`src/pkg/flash_ctrl_pkg.sv`:
```
/*
 flash_ctrl_pkg: command codes, unlock addresses, bus timing and status bit
 positions for the host-side controller of a parallel NOR flash.
 Assumes word-mode addressing on the flash bus.
*/
package flash_ctrl_pkg;
	localparam int ADDR_W = 21;
	localparam int DATA_W = 16;

	localparam logic [20:0] UNLOCK_ADDR1 = 21'h000555;
	localparam logic [20:0] UNLOCK_ADDR2 = 21'h0002AA;
	localparam logic [7:0]  UNLOCK_DATA1 = 8'hAA;
	localparam logic [7:0]  UNLOCK_DATA2 = 8'h55;

	localparam logic [7:0] CMD_PROGRAM   = 8'hA0;
	localparam logic [7:0] CMD_ERASE_SET = 8'h80;
	localparam logic [7:0] CMD_SUSPEND   = 8'hB0;
	localparam logic [7:0] CMD_RESET     = 8'hF0;
	localparam logic [7:0] CMD_AUTOSEL   = 8'h90;
	localparam logic [7:0] CMD_CHIP_ERS  = 8'h10;
	localparam logic [7:0] CMD_SECT_ERS  = 8'h30;

	localparam int SECTOR_LSB = 12;

	localparam int POLL_BIT    = 7;
	localparam int TOGGLE_BIT  = 6;
	localparam int TIMEOUT_BIT = 5;

	localparam int CLK_MHZ       = 200;
	localparam int WRITE_PULSE_NS = 50;
	localparam int READ_ACCESS_NS = 70;
	localparam int SUSPEND_MAX_US = 20;
	localparam logic [7:0] WRITE_PULSE_CYC = 8'((WRITE_PULSE_NS * CLK_MHZ + 999) / 1000);
	localparam logic [7:0] READ_ACCESS_CYC = 8'((READ_ACCESS_NS * CLK_MHZ + 999) / 1000);
	localparam int SUSPEND_CYC = SUSPEND_MAX_US * CLK_MHZ;

	localparam logic [3:0] OP_RESET     = 4'h0;
	localparam logic [3:0] OP_AUTOSEL   = 4'h1;
	localparam logic [3:0] OP_PROGRAM   = 4'h2;
	localparam logic [3:0] OP_CHIP_ERS  = 4'h3;
	localparam logic [3:0] OP_SECT_ERS  = 4'h4;
	localparam logic [3:0] OP_SUSPEND   = 4'h5;
	localparam logic [3:0] OP_RESUME    = 4'h6;
	localparam logic [3:0] OP_READ      = 4'h7;
endpackage

```
`src/rtl/flash_bus_cycle.sv`:
```
/*
 flash_bus_cycle: one asynchronous write or read cycle on the flash pins.
 Assumes the flash is an asynchronous device sampled through two flops.
*/
`timescale 1ns/100ps
`default_nettype none
module flash_bus_cycle
	import flash_ctrl_pkg::*;
(
	input  wire logic              sys_clk,
	input  wire logic              rst_n,
	input  wire logic              start,
	input  wire logic              is_write,
	input  wire logic [ADDR_W-1:0] addr,
	input  wire logic [DATA_W-1:0] wdata,
	input  wire logic [DATA_W-1:0] dq_in,
	output logic                   done,
	output logic [DATA_W-1:0]      rdata,
	output logic                   ce_n,
	output logic                   we_n,
	output logic                   oe_n,
	output logic [ADDR_W-1:0]      a_out,
	output logic [DATA_W-1:0]      dq_out,
	output logic                   dq_oe
);
	typedef enum logic [1:0] {IDLE = 2'b00, SETUP = 2'b01, PULSE = 2'b11, HOLD = 2'b10} cyc_e;
	cyc_e                   st_r, st_nxt;
	logic [7:0]             cnt_r, cnt_nxt;
	logic                   wr_r, wr_nxt;
	logic [DATA_W-1:0]      sync1_r, sync2_r;
	logic [DATA_W-1:0]      rdata_nxt;
	logic [ADDR_W-1:0]      a_nxt;
	logic [DATA_W-1:0]      dq_nxt;

	always_ff @(posedge sys_clk or negedge rst_n) begin
		if (!rst_n) begin
			sync1_r <= '0;
			sync2_r <= '0;
		end else begin
			sync1_r <= dq_in;
			sync2_r <= sync1_r;
		end
	end

	always_comb begin
		st_nxt = st_r;
		cnt_nxt = cnt_r;
		wr_nxt = wr_r;
		rdata_nxt = rdata;
		a_nxt = a_out;
		dq_nxt = dq_out;
		case (st_r)
			IDLE: begin
				if (start) begin
					st_nxt = SETUP;
					wr_nxt = is_write;
					a_nxt = addr;
					dq_nxt = wdata;
				end
			end
			SETUP: begin
				st_nxt = PULSE;
				cnt_nxt = wr_r ? WRITE_PULSE_CYC : READ_ACCESS_CYC + 8'h02;
			end
			PULSE: begin
				if (cnt_r == 8'h00) begin
					st_nxt = HOLD;
					if (!wr_r)
						rdata_nxt = sync2_r;
				end else
					cnt_nxt = cnt_r - 8'h01;
			end
			HOLD: st_nxt = IDLE;
			default: st_nxt = IDLE;
		endcase
	end

	always_ff @(posedge sys_clk or negedge rst_n) begin
		if (!rst_n) begin
			st_r <= IDLE;
			cnt_r <= 8'h00;
			wr_r <= 1'b0;
			rdata <= '0;
			a_out <= '0;
			dq_out <= '0;
			ce_n <= 1'b1;
			we_n <= 1'b1;
			oe_n <= 1'b1;
			dq_oe <= 1'b0;
			done <= 1'b0;
		end else begin
			st_r <= st_nxt;
			cnt_r <= cnt_nxt;
			wr_r <= wr_nxt;
			rdata <= rdata_nxt;
			a_out <= a_nxt;
			dq_out <= dq_nxt;
			// address settles before strobes fall, data held past their rise
			ce_n <= !(st_nxt == PULSE);
			we_n <= !(st_nxt == PULSE && wr_nxt);
			oe_n <= !(st_nxt == PULSE && !wr_nxt);
			dq_oe <= (st_nxt != IDLE) && wr_nxt;
			done <= (st_r == HOLD);
		end
	end
endmodule
`default_nettype wire

```
`src/rtl/flash_cmd_host.sv`:
```
/*
 flash_cmd_host: host controller that issues command sequences to a NOR
 flash, polls completion and recovers from timeouts.
 Assumes a user port giving an opcode with address and data, one at a time.
*/
//Contract
//- every sequence opens with AA to 555 then 55 to 2AA; suspend, resume and reset are sent here as one write with no unlock
//- leaving identification mode requires a reset write from host
//- program is four writes: two unlocks, A0, address with data
//- chip erase is six writes ending with 10
//- sector erase is six writes ending with sector address and 30
//- one sector per sequence, next only after completion; the host still accepts a new erase request while a sector erase is suspended
//- resume written once, leaves suspend
`timescale 1ns/100ps
`default_nettype none
module flash_cmd_host
	import flash_ctrl_pkg::*;
#(
	parameter int SUSPEND_WAIT = SUSPEND_CYC
)(
	input  wire logic              sys_clk,
	input  wire logic              rst_n,
	input  wire logic              req,
	input  wire logic [3:0]        op,
	input  wire logic [ADDR_W-1:0] req_addr,
	input  wire logic [DATA_W-1:0] req_data,
	input  wire logic              byte_mode,
	input  wire logic [DATA_W-1:0] dq_in,
	output logic                   busy,
	output logic                   ack,
	output logic                   fail,
	output logic [DATA_W-1:0]      rd_data,
	output logic                   suspended,
	output logic                   ce_n,
	output logic                   we_n,
	output logic                   oe_n,
	output logic                   byte_n,
	output logic [ADDR_W-1:0]      a_out,
	output logic [DATA_W-1:0]      dq_out,
	output logic                   dq_oe
);
	typedef enum logic [2:0] {S_IDLE = 3'b000, S_WRITE = 3'b001, S_POLL1 = 3'b011,
		S_POLL2 = 3'b010, S_RESET = 3'b110, S_WAIT = 3'b111, S_READ = 3'b101} st_e;

	st_e                   st_r, st_nxt;
	logic [2:0]            step_r, step_nxt, nsteps_r, nsteps_nxt;
	logic [3:0]            op_r, op_nxt;
	logic [ADDR_W-1:0]     addr_r, addr_nxt;
	logic [DATA_W-1:0]     data_r, data_nxt, prev_r, prev_nxt;
	logic                  fail_r, fail_nxt, ack_nxt, susp_nxt, autosel_r, autosel_nxt;
	logic                  serase_r, serase_nxt;
	logic [31:0]           wait_r, wait_nxt;
	logic                  cyc_start, cyc_wr, cyc_done;
	logic [ADDR_W-1:0]     cyc_addr;
	logic [DATA_W-1:0]     cyc_wdata, cyc_rdata;

	function automatic logic [ADDR_W+7:0] seq_word(input logic [3:0] o, input logic [2:0] s,
		input logic [ADDR_W-1:0] a, input logic [7:0] d);
		logic [ADDR_W+7:0] w;
		w = {UNLOCK_ADDR1, CMD_RESET};
		case (s)
			3'd0: w = {UNLOCK_ADDR1, UNLOCK_DATA1};
			3'd1: w = {UNLOCK_ADDR2, UNLOCK_DATA2};
			3'd2: w = {UNLOCK_ADDR1, (o == OP_PROGRAM) ? CMD_PROGRAM :
				(o == OP_AUTOSEL) ? CMD_AUTOSEL : CMD_ERASE_SET};
			3'd3: w = (o == OP_PROGRAM) ? {a, d} : {UNLOCK_ADDR1, UNLOCK_DATA1};
			3'd4: w = {UNLOCK_ADDR2, UNLOCK_DATA2};
			3'd5: w = (o == OP_CHIP_ERS) ? {UNLOCK_ADDR1, CMD_CHIP_ERS} :
				{a[ADDR_W-1:SECTOR_LSB], {SECTOR_LSB{1'b0}}, CMD_SECT_ERS};
			default: w = {UNLOCK_ADDR1, CMD_RESET};
		endcase
		return w;
	endfunction

	always_comb begin
		logic [ADDR_W+7:0] w;
		w = seq_word(op_r, step_r, addr_r, data_r[7:0]);
		cyc_start = 1'b0;
		cyc_wr = 1'b1;
		cyc_addr = w[ADDR_W+7:8];
		cyc_wdata = {8'h00, w[7:0]};
		if (op_r == OP_PROGRAM && step_r == 3'd3)
			cyc_wdata = data_r;
		st_nxt = st_r;
		step_nxt = step_r;
		nsteps_nxt = nsteps_r;
		op_nxt = op_r;
		addr_nxt = addr_r;
		data_nxt = data_r;
		prev_nxt = prev_r;
		fail_nxt = fail_r;
		ack_nxt = 1'b0;
		susp_nxt = suspended;
		autosel_nxt = autosel_r;
		serase_nxt = serase_r;
		wait_nxt = wait_r;
		case (st_r)
			S_IDLE: begin
				if (req) begin
					op_nxt = op;
					addr_nxt = req_addr;
					data_nxt = req_data;
					step_nxt = 3'd0;
					fail_nxt = 1'b0;
					st_nxt = S_WRITE;
					case (op)
						OP_PROGRAM: nsteps_nxt = 3'd4;
						OP_AUTOSEL: begin
							nsteps_nxt = 3'd3;
							if (suspended) begin
								st_nxt = S_IDLE;
								ack_nxt = 1'b1;
								fail_nxt = 1'b1;
							end
						end
						OP_CHIP_ERS, OP_SECT_ERS: nsteps_nxt = 3'd6;
						OP_SUSPEND, OP_RESUME, OP_RESET: begin
							nsteps_nxt = 3'd1;
							step_nxt = 3'd6;
						end
						OP_READ: st_nxt = S_READ;
						default: begin
							st_nxt = S_IDLE;
							ack_nxt = 1'b1;
							fail_nxt = 1'b1;
						end
					endcase
					if ((op == OP_SUSPEND && (!serase_r || suspended)) || (op == OP_RESUME && !suspended)) begin
						st_nxt = S_IDLE;
						ack_nxt = 1'b1;
						fail_nxt = 1'b1;
					end
				end
			end
			S_WRITE: begin
				cyc_start = 1'b1;
				if (op_r == OP_SUSPEND || op_r == OP_RESUME)
					cyc_wdata = {8'h00, (op_r == OP_SUSPEND) ? CMD_SUSPEND : CMD_SECT_ERS};
				if (cyc_done) begin
					cyc_start = 1'b0;
					step_nxt = step_r + 3'd1;
					if (step_r == 3'd6 || step_r + 3'd1 == nsteps_r) begin
						case (op_r)
							OP_PROGRAM, OP_CHIP_ERS, OP_SECT_ERS: st_nxt = S_POLL1;
							OP_SUSPEND: begin
								st_nxt = S_WAIT;
								wait_nxt = 32'(SUSPEND_WAIT);
							end
							OP_RESUME: begin
								susp_nxt = 1'b0;
								st_nxt = S_POLL1;
								op_nxt = OP_SECT_ERS;
							end
							default: begin
								autosel_nxt = (op_r == OP_AUTOSEL);
								st_nxt = S_IDLE;
								ack_nxt = 1'b1;
							end
						endcase
						if (op_r == OP_SECT_ERS)
							serase_nxt = 1'b1;
					end
				end
			end
			S_POLL1, S_POLL2: begin
				cyc_start = 1'b1;
				cyc_wr = 1'b0;
				cyc_addr = addr_r;
				if (cyc_done) begin
					cyc_start = 1'b0;
					prev_nxt = cyc_rdata;
					st_nxt = S_POLL2;
					if (st_r == S_POLL2 && cyc_rdata[TOGGLE_BIT] == prev_r[TOGGLE_BIT]) begin
						st_nxt = S_IDLE;
						ack_nxt = 1'b1;
						serase_nxt = serase_r && suspended;
						if (op_r == OP_SECT_ERS)
							serase_nxt = 1'b0;
					end else if (st_r == S_POLL2 && prev_r[TIMEOUT_BIT] && cyc_rdata[TIMEOUT_BIT]) begin
						fail_nxt = 1'b1;
						st_nxt = S_RESET;
					end else if (req && op == OP_SUSPEND && serase_r && op_r == OP_SECT_ERS) begin
						op_nxt = OP_SUSPEND;
						step_nxt = 3'd6;
						nsteps_nxt = 3'd1;
						st_nxt = S_WRITE;
					end
				end
			end
			S_RESET: begin
				cyc_start = 1'b1;
				cyc_wdata = {8'h00, CMD_RESET};
				if (cyc_done) begin
					cyc_start = 1'b0;
					st_nxt = S_IDLE;
					ack_nxt = 1'b1;
					serase_nxt = 1'b0;
					susp_nxt = 1'b0;
				end
			end
			S_WAIT: begin
				if (wait_r == 32'h00000000) begin
					susp_nxt = 1'b1;
					st_nxt = S_IDLE;
					ack_nxt = 1'b1;
				end else
					wait_nxt = wait_r - 32'h00000001;
			end
			S_READ: begin
				cyc_start = 1'b1;
				cyc_wr = 1'b0;
				cyc_addr = addr_r;
				if (cyc_done) begin
					cyc_start = 1'b0;
					data_nxt = cyc_rdata;
					st_nxt = S_IDLE;
					ack_nxt = 1'b1;
				end
			end
			default: st_nxt = S_IDLE;
		endcase
		if (op_r == OP_RESET && st_r == S_WRITE && cyc_done)
			autosel_nxt = 1'b0;
	end

	always_ff @(posedge sys_clk or negedge rst_n) begin
		if (!rst_n) begin
			st_r <= S_IDLE;
			step_r <= 3'd0;
			nsteps_r <= 3'd0;
			op_r <= OP_RESET;
			addr_r <= '0;
			data_r <= '0;
			prev_r <= '0;
			fail_r <= 1'b0;
			autosel_r <= 1'b0;
			serase_r <= 1'b0;
			wait_r <= 32'h00000000;
			ack <= 1'b0;
			suspended <= 1'b0;
			busy <= 1'b0;
			fail <= 1'b0;
			rd_data <= '0;
			byte_n <= 1'b1;
		end else begin
			st_r <= st_nxt;
			step_r <= step_nxt;
			nsteps_r <= nsteps_nxt;
			op_r <= op_nxt;
			addr_r <= addr_nxt;
			data_r <= data_nxt;
			prev_r <= prev_nxt;
			fail_r <= fail_nxt;
			autosel_r <= autosel_nxt;
			serase_r <= serase_nxt;
			wait_r <= wait_nxt;
			ack <= ack_nxt;
			suspended <= susp_nxt;
			busy <= (st_nxt != S_IDLE);
			fail <= fail_nxt;
			rd_data <= data_nxt;
			byte_n <= !byte_mode;
		end
	end

	flash_bus_cycle u_cyc (
		.sys_clk (sys_clk),
		.rst_n   (rst_n),
		.start   (cyc_start),
		.is_write(cyc_wr),
		.addr    (cyc_addr),
		.wdata   (cyc_wdata),
		.dq_in   (dq_in),
		.done    (cyc_done),
		.rdata   (cyc_rdata),
		.ce_n    (ce_n),
		.we_n    (we_n),
		.oe_n    (oe_n),
		.a_out   (a_out),
		.dq_out  (dq_out),
		.dq_oe   (dq_oe)
	);

	unlock_first_a: assert property (@(posedge sys_clk) disable iff (!rst_n)
		(st_r == S_WRITE && step_r == 3'd0 && cyc_start) |-> cyc_addr == UNLOCK_ADDR1)
		else $error("first write not to unlock address");
	strobe_order_a: assert property (@(posedge sys_clk) disable iff (!rst_n)
		$fell(we_n) |-> $stable(a_out) && dq_oe)
		else $error("address or data not set at strobe fall");
	no_cmd_prog_a: assert property (@(posedge sys_clk) disable iff (!rst_n)
		((st_r == S_POLL1 || st_r == S_POLL2) && op_r == OP_PROGRAM) |-> we_n)
		else $error("write during program");
	autosel_susp_a: assert property (@(posedge sys_clk) disable iff (!rst_n)
		(st_r == S_IDLE && req && op == OP_AUTOSEL && suspended) |=> ack && fail)
		else $error("autoselect taken while suspended");
	suspend_gate_a: assert property (@(posedge sys_clk) disable iff (!rst_n)
		(st_r == S_IDLE && req && op == OP_SUSPEND && (!serase_r || suspended)) |=> st_r == S_IDLE)
		else $error("suspend outside sector erase");
	timeout_reset_a: assert property (@(posedge sys_clk) disable iff (!rst_n)
		(st_r == S_POLL2 && st_nxt == S_RESET) |=> fail_r)
		else $error("timeout without failure flag");
	resume_clear_a: assert property (@(posedge sys_clk) disable iff (!rst_n)
		(st_r == S_WRITE && op_r == OP_RESUME && cyc_done) |=> !suspended)
		else $error("resume left device suspended");
	width_sel_a: assert property (@(posedge sys_clk) disable iff (!rst_n)
		1'b1 |=> byte_n == !$past(byte_mode))
		else $error("width select not following request");
endmodule
`default_nettype wire

```
`config.mk`:
```
export PLATFORM = sky130hd
export DESIGN_NAME = flash_cmd_host
export DESIGN_NICKNAME = d
export VERILOG_FILES = /design/src/pkg/flash_ctrl_pkg.sv /design/src/rtl/flash_bus_cycle.sv /design/src/rtl/flash_cmd_host.sv
export SDC_FILE = /design/constraint.sdc
export NUM_CORES = 1
export LEC_CHECK = 0
export BUFFER_PORTS_ARGS = -buffer_cell sky130_fd_sc_hd__clkbuf_2
export CAP_MARGIN = 20
export CORE_MARGIN = 10
export CORE_UTILIZATION = 60
export DETAILED_ROUTE_END_ITERATION = 10
export GPL_TIMING_DRIVEN = 0
export PLACE_DENSITY_LB_ADDON = 0.05
export SLEW_MARGIN = 20
export SYNTH_ARGS = -nofsm -noshare
export SYNTH_HDL_FRONTEND = slang
export SYNTH_SLANG_ARGS = --single-unit
```
`constraint.sdc`:
```
create_clock -name sys_clk -period 4.05 [get_ports sys_clk]
set_clock_uncertainty 0.15 [all_clocks]
set_input_delay 0.81 -clock sys_clk [delete_from_list [all_inputs] [get_ports sys_clk]]
set_output_delay 0.81 -clock sys_clk [all_outputs]
set_load 0.05 [all_outputs]
```
==> results of run 1 <==
metrics by stage:
stage | TNS, ps | util (%)
6_report | 0 | 71.4
5_1_grt | 0 | 71.4
4_1_cts | 0 | 71.3
3_5_place_dp | 0 | 67.0
3_3_place_gp | -243210 | 66.6
2_1_floorplan | 0 | -
power by group:
group          total [uW]  internal (uW)  switching (uW)
clock network        1770            962             806
logic                3810           1280            2540
registers            2940           2460             477
total                8520           4700            3820
area by class of cell:
class / instances / share of cell area, %
inverter: 24 / 0.875
clock inverter: 14 / 1.76
tap: 184 / 2.24
buffer: 47 / 1.95
sequential: 191 / 46.5
clock buffer: 18 / 4.27
multi-input combinational: 525 / 36.0
timing repair buffer: 122 / 6.46
what timing repair did:
| item | CTS | global route |
|---|---|---|
| setup endpoints to repair | 0 | 3 |
| hold endpoints to repair | 0 | 0 |
| resized for setup | 0 | 2 |
| buffers inserted | 0 | 0 |
flip-flops by register name (all words and copies together), names as in the netlist, 2 cells and up:
signal	count
data_r	16
wait_r	32
prev_r	2
op_r	4
nsteps_r	3
addr_r	21
u_cyc.sync1_r	16
u_cyc.dq_out	16
u_cyc.cnt_r	8
step_r	3
u_cyc.a_out	21
st_r	3
u_cyc.sync2_r	16
u_cyc.st_r	2
u_cyc.rdata	16
how the worst max path moves through the flow:
stage,from,to,slack (ps),cells after the start
after floorplan,op[2],op_r[2],1310,6
after global placement,rst_n,u_cyc.a_out[16],-1320,1
after detailed placement,step_r[2],wait_r[28],280,10
after CTS,step_r[2],wait_r[24],230,10
after global routing,step_r[2],wait_r[12],80,10
final,step_r[2],wait_r[12],270,10
placed cells by master, fill, tap and decap left out, types with 6 or more instances in the layout:
cell type and instances:
a21o_1 6, or4_1 25, nand2_1 56, o21ai_0 36, a31oi_1 7, nor3_1 13, o31ai_1 27, a21oi_1 33
clkbuf_16 17, nand2b_1 20, nor4_1 17, clkbuf_2 121, or3_1 16, inv_1 24, clkbuf_1 35, or2_2 7
ha_1 8, a22o_1 20, nor2_1 40, mux2_2 43, mux2i_1 34, nand3_1 13, nor3b_1 7, dfrtp_1 187
a221o_1 9
routing by layer:
layer	track usage, %	vias to the layer above
met3	7.66	28
met2	35.5	278
met5	0	-
li1	-	3198
met4	6.20	0
met1	29.5	3437
cell families after synthesis:
kind of cell / count (synthesis)
multiplexers: 77
AO/OA/AOI/OAI: 183
flip-flops: 191
AND/OR/NAND/NOR: 251
buffers and inverters: 71
XOR/XNOR: 6
adder cells (fa/ha/maj): 8
worst max-delay path, cell delays in order (launching register included):
cell,delay (ps)
dfrtp_1,330
clkbuf_1,320
inv_1,190
ha_1,380
xor2_1,180
a31o_2,310
o211ai_1,580
clkbuf_1,470
clkbuf_1,470
o21ai_0,170
a21oi_1,150
==> results_dict.tcl, run 1 <==
set metrics [dict create \
    diodes 0 \
    ant_nets 0 \
    synth_area_um2 8780 \
    power_density_nw_per_um2 828 \
    cts_tree "yes" \
    final_cells 1125 \
    crit_fanout 10 \
    dieWidth_um 141 \
    crit_arrival_ps 3980 \
    worst_setup_path_start_kind "flop" \
    place_congestion 0.887 \
    max_slew_margin_pct 32.6 \
    yosysTopAreaCellShare_pct 53.3 \
    r2r_start "step_r[2]" \
    worst_slew_pin_slew_ps 997 \
    post-route-min-period_ps 3780 \
    synth.top_cells.by_count "187 x dfrtp_1, 56 x nand2_1, 43 x mux2_2" \
    clk-insertion-delay-late_ps 440 \
    wirelength_um 22300 \
    cts.path.max_buffers 2 \
    rows 44 \
    fmax_mhz 265 \
    ir_worst_vdd_uv 480 \
    grt_pass1_wl_um 36500 \
    routed.top_layer "met4" \
    path_clk_slew_ps 70 \
    regArea_um2 4780 \
    synth-compound-area-share_pct 14.4 \
    synthAdderAreaFrac_pct 1.14 \
    yosysWarningCount 0 \
    synth_area_per_cell_um2 11.2 \
    cts_buffers 17 \
    fin_ws_ps 274 \
    yosys.area.top_type "dfrtp_1" \
    core_area_um2 14400 \
    fin_crit_sh_pct 93.2 \
    p_total_uw 8520 \
    min_to "u_cyc.sync2_r[0]" \
    synth_edf_count 0 \
    syn_inst 787 \
    yosys.area_share.xor_xnor_pct 0.599 \
    start_util_pct 60.8 \
    dr_total_vias 6941 \
    clockRootBuffer "clkbuf_16" \
    die_area_um2 19900 \
    place_ws_ps 281 \
    met1_length_um 9480 \
    synth_mux_area_share_pct 9.40 \
    placed_cell_area_um2 9670 \
    synth.most_common_cell "dfrtp_1" \
    hpwl_um 15800 \
    grt_overflow 0 \
    area_growth_pct 17.3 \
    wl_met2_um 10700 \
    synth_cell_type_count 71 \
    multi_input_area_um2 3700 \
    syn_nets 856 \
    ctsHtreeMaxLevel 4 \
    drv_slew 0 \
    maxCapViolCount 0 \
    grt_max_degree 100 \
    nNetsFinal 997 \
    hold_start "u_cyc.sync1_r[0]" \
    port_buffers 120 \
    drive_above_1_share_pct 24.4 \
    dr_wl_met3_um 1900 \
    grt_pass1_vias 6994 \
    drt-vias-per-instance 6.17 \
    place_inst 1093 \
    holdWs_ps 201 \
    antenna_found_initial 0 \
    r2r_cells 10 \
    n_fill_cell 1064 \
    status "complete, no violations" \
    rrSetupSlack_ps 270 \
    drcViolationCount 0 \
    cts_hold_buf 0 \
    critPathCaptureType "flop" \
    wl_per_cell_um 19.8 \
    netlist_top_cells_area "dfrtp_1 53%, mux2_2 5.5%, mux2i_1 3.9%, nand2_1 2.4%, o31ai_1 2.3%" \
    cellLeakagePower_uw 0.00497 \
    synth-simple-area-share_pct 16.6 \
    first_pass_iters 5 \
    hold_class "reg -> reg" \
    synth_top_family_by_area "simple AND/OR/NAND/NOR gates" \
    crit-reg2reg-capture "wait_r[12]" \
    grt.total_usage_pct 22.7 \
    finalSetupViolCount 0 \
    criticalPathCategory "reg -> reg" \
    final_cell_area_um2 10300 \
    ys_ff_latch 191 \
    final_hold_viol_count 0 \
    synth-seq-area-share_pct 54.5 \
    whs_path_depth 0 \
    clkSinkCount 191 \
    crit_required_ps 4250 \
    dieHeight_um 141 \
    io_pins 123 \
    synthArstFlopShare_pct 100 \
    drtIter0Drc 627 \
    rsz0062_at_grt "no" \
    synth_ff_type "dfrtp_1" \
]
No activity file was read; power rests on OpenSTA's default activity.
==> run 2: changes to the inputs <==
Settings changed: CORE_UTILIZATION 60 to 62.
==> run 2 against run 1 <==
Effect of this change:
- via count grew 1.3%
- core utilization grew 2.8 points
- fmax grew 6.0%
- count of clock-buffer cells in the layout grew 1
- routed wire length grew 1.6%
- sequential power is essentially flat
- sequential share of layout area is essentially flat
- first-iteration DRC count grew 7.8%
- register-to-register slack gained 210 ps
- clock power shrank 2%
- critical endpoint is now wait_r[14]
==> results_dict.tcl, run 2 (synthesis results as in run 1) <==
set metrics [dict create \
    status "complete, no violations" \
    ir_worst_vdd_uv 506 \
    max_slew_margin_pct 35.1 \
    place_ws_ps 371 \
    io_pins 123 \
    grt_pass1_vias 7106 \
    fin_crit_sh_pct 88.0 \
    hold_class "in -> async" \
    r2r_start "step_r[2]" \
    largest_reg_flops 32 \
    cts_buffers 17 \
    final_cells 1123 \
    drive_above_1_share_pct 24.5 \
    path_clk_slew_ps 80 \
    maxCapViolCount 0 \
    hpwl_um 16200 \
    finalSetupViolCount 0 \
    drv_slew 0 \
    start_util_pct 63.2 \
    worst_slew_pin_slew_ps 961 \
    endpoint "wait_r[14]" \
    criticalPathCategory "reg -> reg" \
    wl_per_cell_um 20.2 \
    crit_fanout 10 \
    r2r_cells 10 \
    core_area_um2 13900 \
    ant_nets 0 \
    dr_total_vias 7028 \
    cts_tree "yes" \
    critPathCaptureType "flop" \
    power_density_nw_per_um2 820 \
    dieHeight_um 139 \
    die_area_um2 19300 \
    final_util_pct 74.2 \
    clockRootBuffer "clkbuf_16" \
    reg_top3 "wait_r x32, addr_r x21, u_cyc.a_out x21" \
    place_congestion 0.909 \
    first_pass_iters 5 \
    drcViolationCount 0 \
    drt-vias-per-instance 6.26 \
    crit_arrival_ps 3770 \
    grt_overflow 0 \
    nNetsFinal 999 \
    worst_setup_path_start_kind "flop" \
    clk-insertion-delay-late_ps 440 \
    antenna_found_initial 0 \
    rsz0062_at_grt "no" \
    crit-reg2reg-capture "wait_r[14]" \
    port_buffers 120 \
    place_inst 1089 \
    grt_pass1_wl_um 37100 \
    dieWidth_um 139 \
    grt_max_degree 90 \
    critPathLaunch "step_r[2]" \
    cts.path.max_buffers 2 \
    n_fill_cell 978 \
    rows 43 \
    area_growth_pct 17.4 \
    drtIter0Drc 676 \
    final_hold_viol_count 0 \
    post-route-min-period_ps 3560 \
    clkSinkCount 191 \
    diodes 0 \
    grt.total_usage_pct 23.3 \
    cellLeakagePower_uw 0.00497 \
    layout_common_cells "187 x dfrtp_1, 120 x clkbuf_2, 56 x nand2_1" \
    crit_required_ps 4260 \
    fmax_mhz 281 \
    ctsHtreeMaxLevel 4 \
    rrSetupSlack_ps 490 \
    final_common_cell "dfrtp_1" \
    regMostFlops "wait_r" \
    wirelength_um 22700 \
    fin_ws_ps 486 \
]
## run 2: per-layer routing
metal / GRT usage, % / vias to the layer above / part of all wire (%)
met5: 0 / - / 0
li1: - / 3198 / -
met1: 30.3 / 3517 / 43
met4: 6.70 / 0 / 1.5
met3: 7.53 / 31 / 8.1
met2: 36.3 / 282 / 48
## run 2: how the worst min path moves through the flow
| stage | from | to |
|---|---|---|
| 2_1_floorplan | u_cyc.sync1_r[0] | u_cyc.sync2_r[0] |
| 3_3_place_gp | u_cyc.sync1_r[4] | u_cyc.sync2_r[4] |
| 3_5_place_dp | u_cyc.sync1_r[12] | u_cyc.sync2_r[12] |
| 4_1_cts | rst_n | step_r[2] |
| 5_1_grt | rst_n | op_r[2] |
| 6_report | rst_n | u_cyc.st_r[1] |
## run 2: final cells by class
cell class / instances / area, um2 / area share [%]
clock inverter: 13 / 165 / 1.60
buffer: 47 / 199 / 1.93
tap: 180 / 225 / 2.19
timing repair buffer: 124 / 679 / 6.60
multi-input combinational: 525 / 3700 / 35.9
inverter: 24 / 90.1 / 0.875
clock buffer: 19 / 453 / 4.40
sequential: 191 / 4780 / 46.5
## run 2: what timing repair did
action,in CTS,in global routing
gates resized for setup,0,0
buffers inserted,0,2
setup endpoints to repair,0,3
hold buffers,0,0
## run 2: power by group
part | total (uW) | internal, uW | leakage, uW | switching, uW
sequential | 2930 | 2460 | 0.00242 | 467
clock | 1730 | 920 | 0.000303 | 806
combinational | 3790 | 1280 | 0.00225 | 2510
total | 8450 | 4660 | 0.00497 | 3790
## run 2: worst max-delay path: stages, from the launching register on
cell      delay, ps
dfrtp_1         330
clkbuf_1        330
inv_1           180
ha_1            380
xor2_1          190
a31o_2          300
o211ai_1        340
clkbuf_1        440
clkbuf_1        510
o31ai_1         180
a21oi_1         150
## run 2: metrics by stage
step | TNS, ps | hold WS [ps] | power (uW) | area (um2)
finish | 0 | 86.4 | 8450 | 10300
global route | 0 | 77.3 | 8960 | 10300
CTS | 0 | 77.8 | 8430 | 10300
detailed placement | 0 | 185 | 6700 | 9670
global placement | -237950 | 183 | 6560 | 9600
floorplan | 0 | 181 | 5700 | 8780
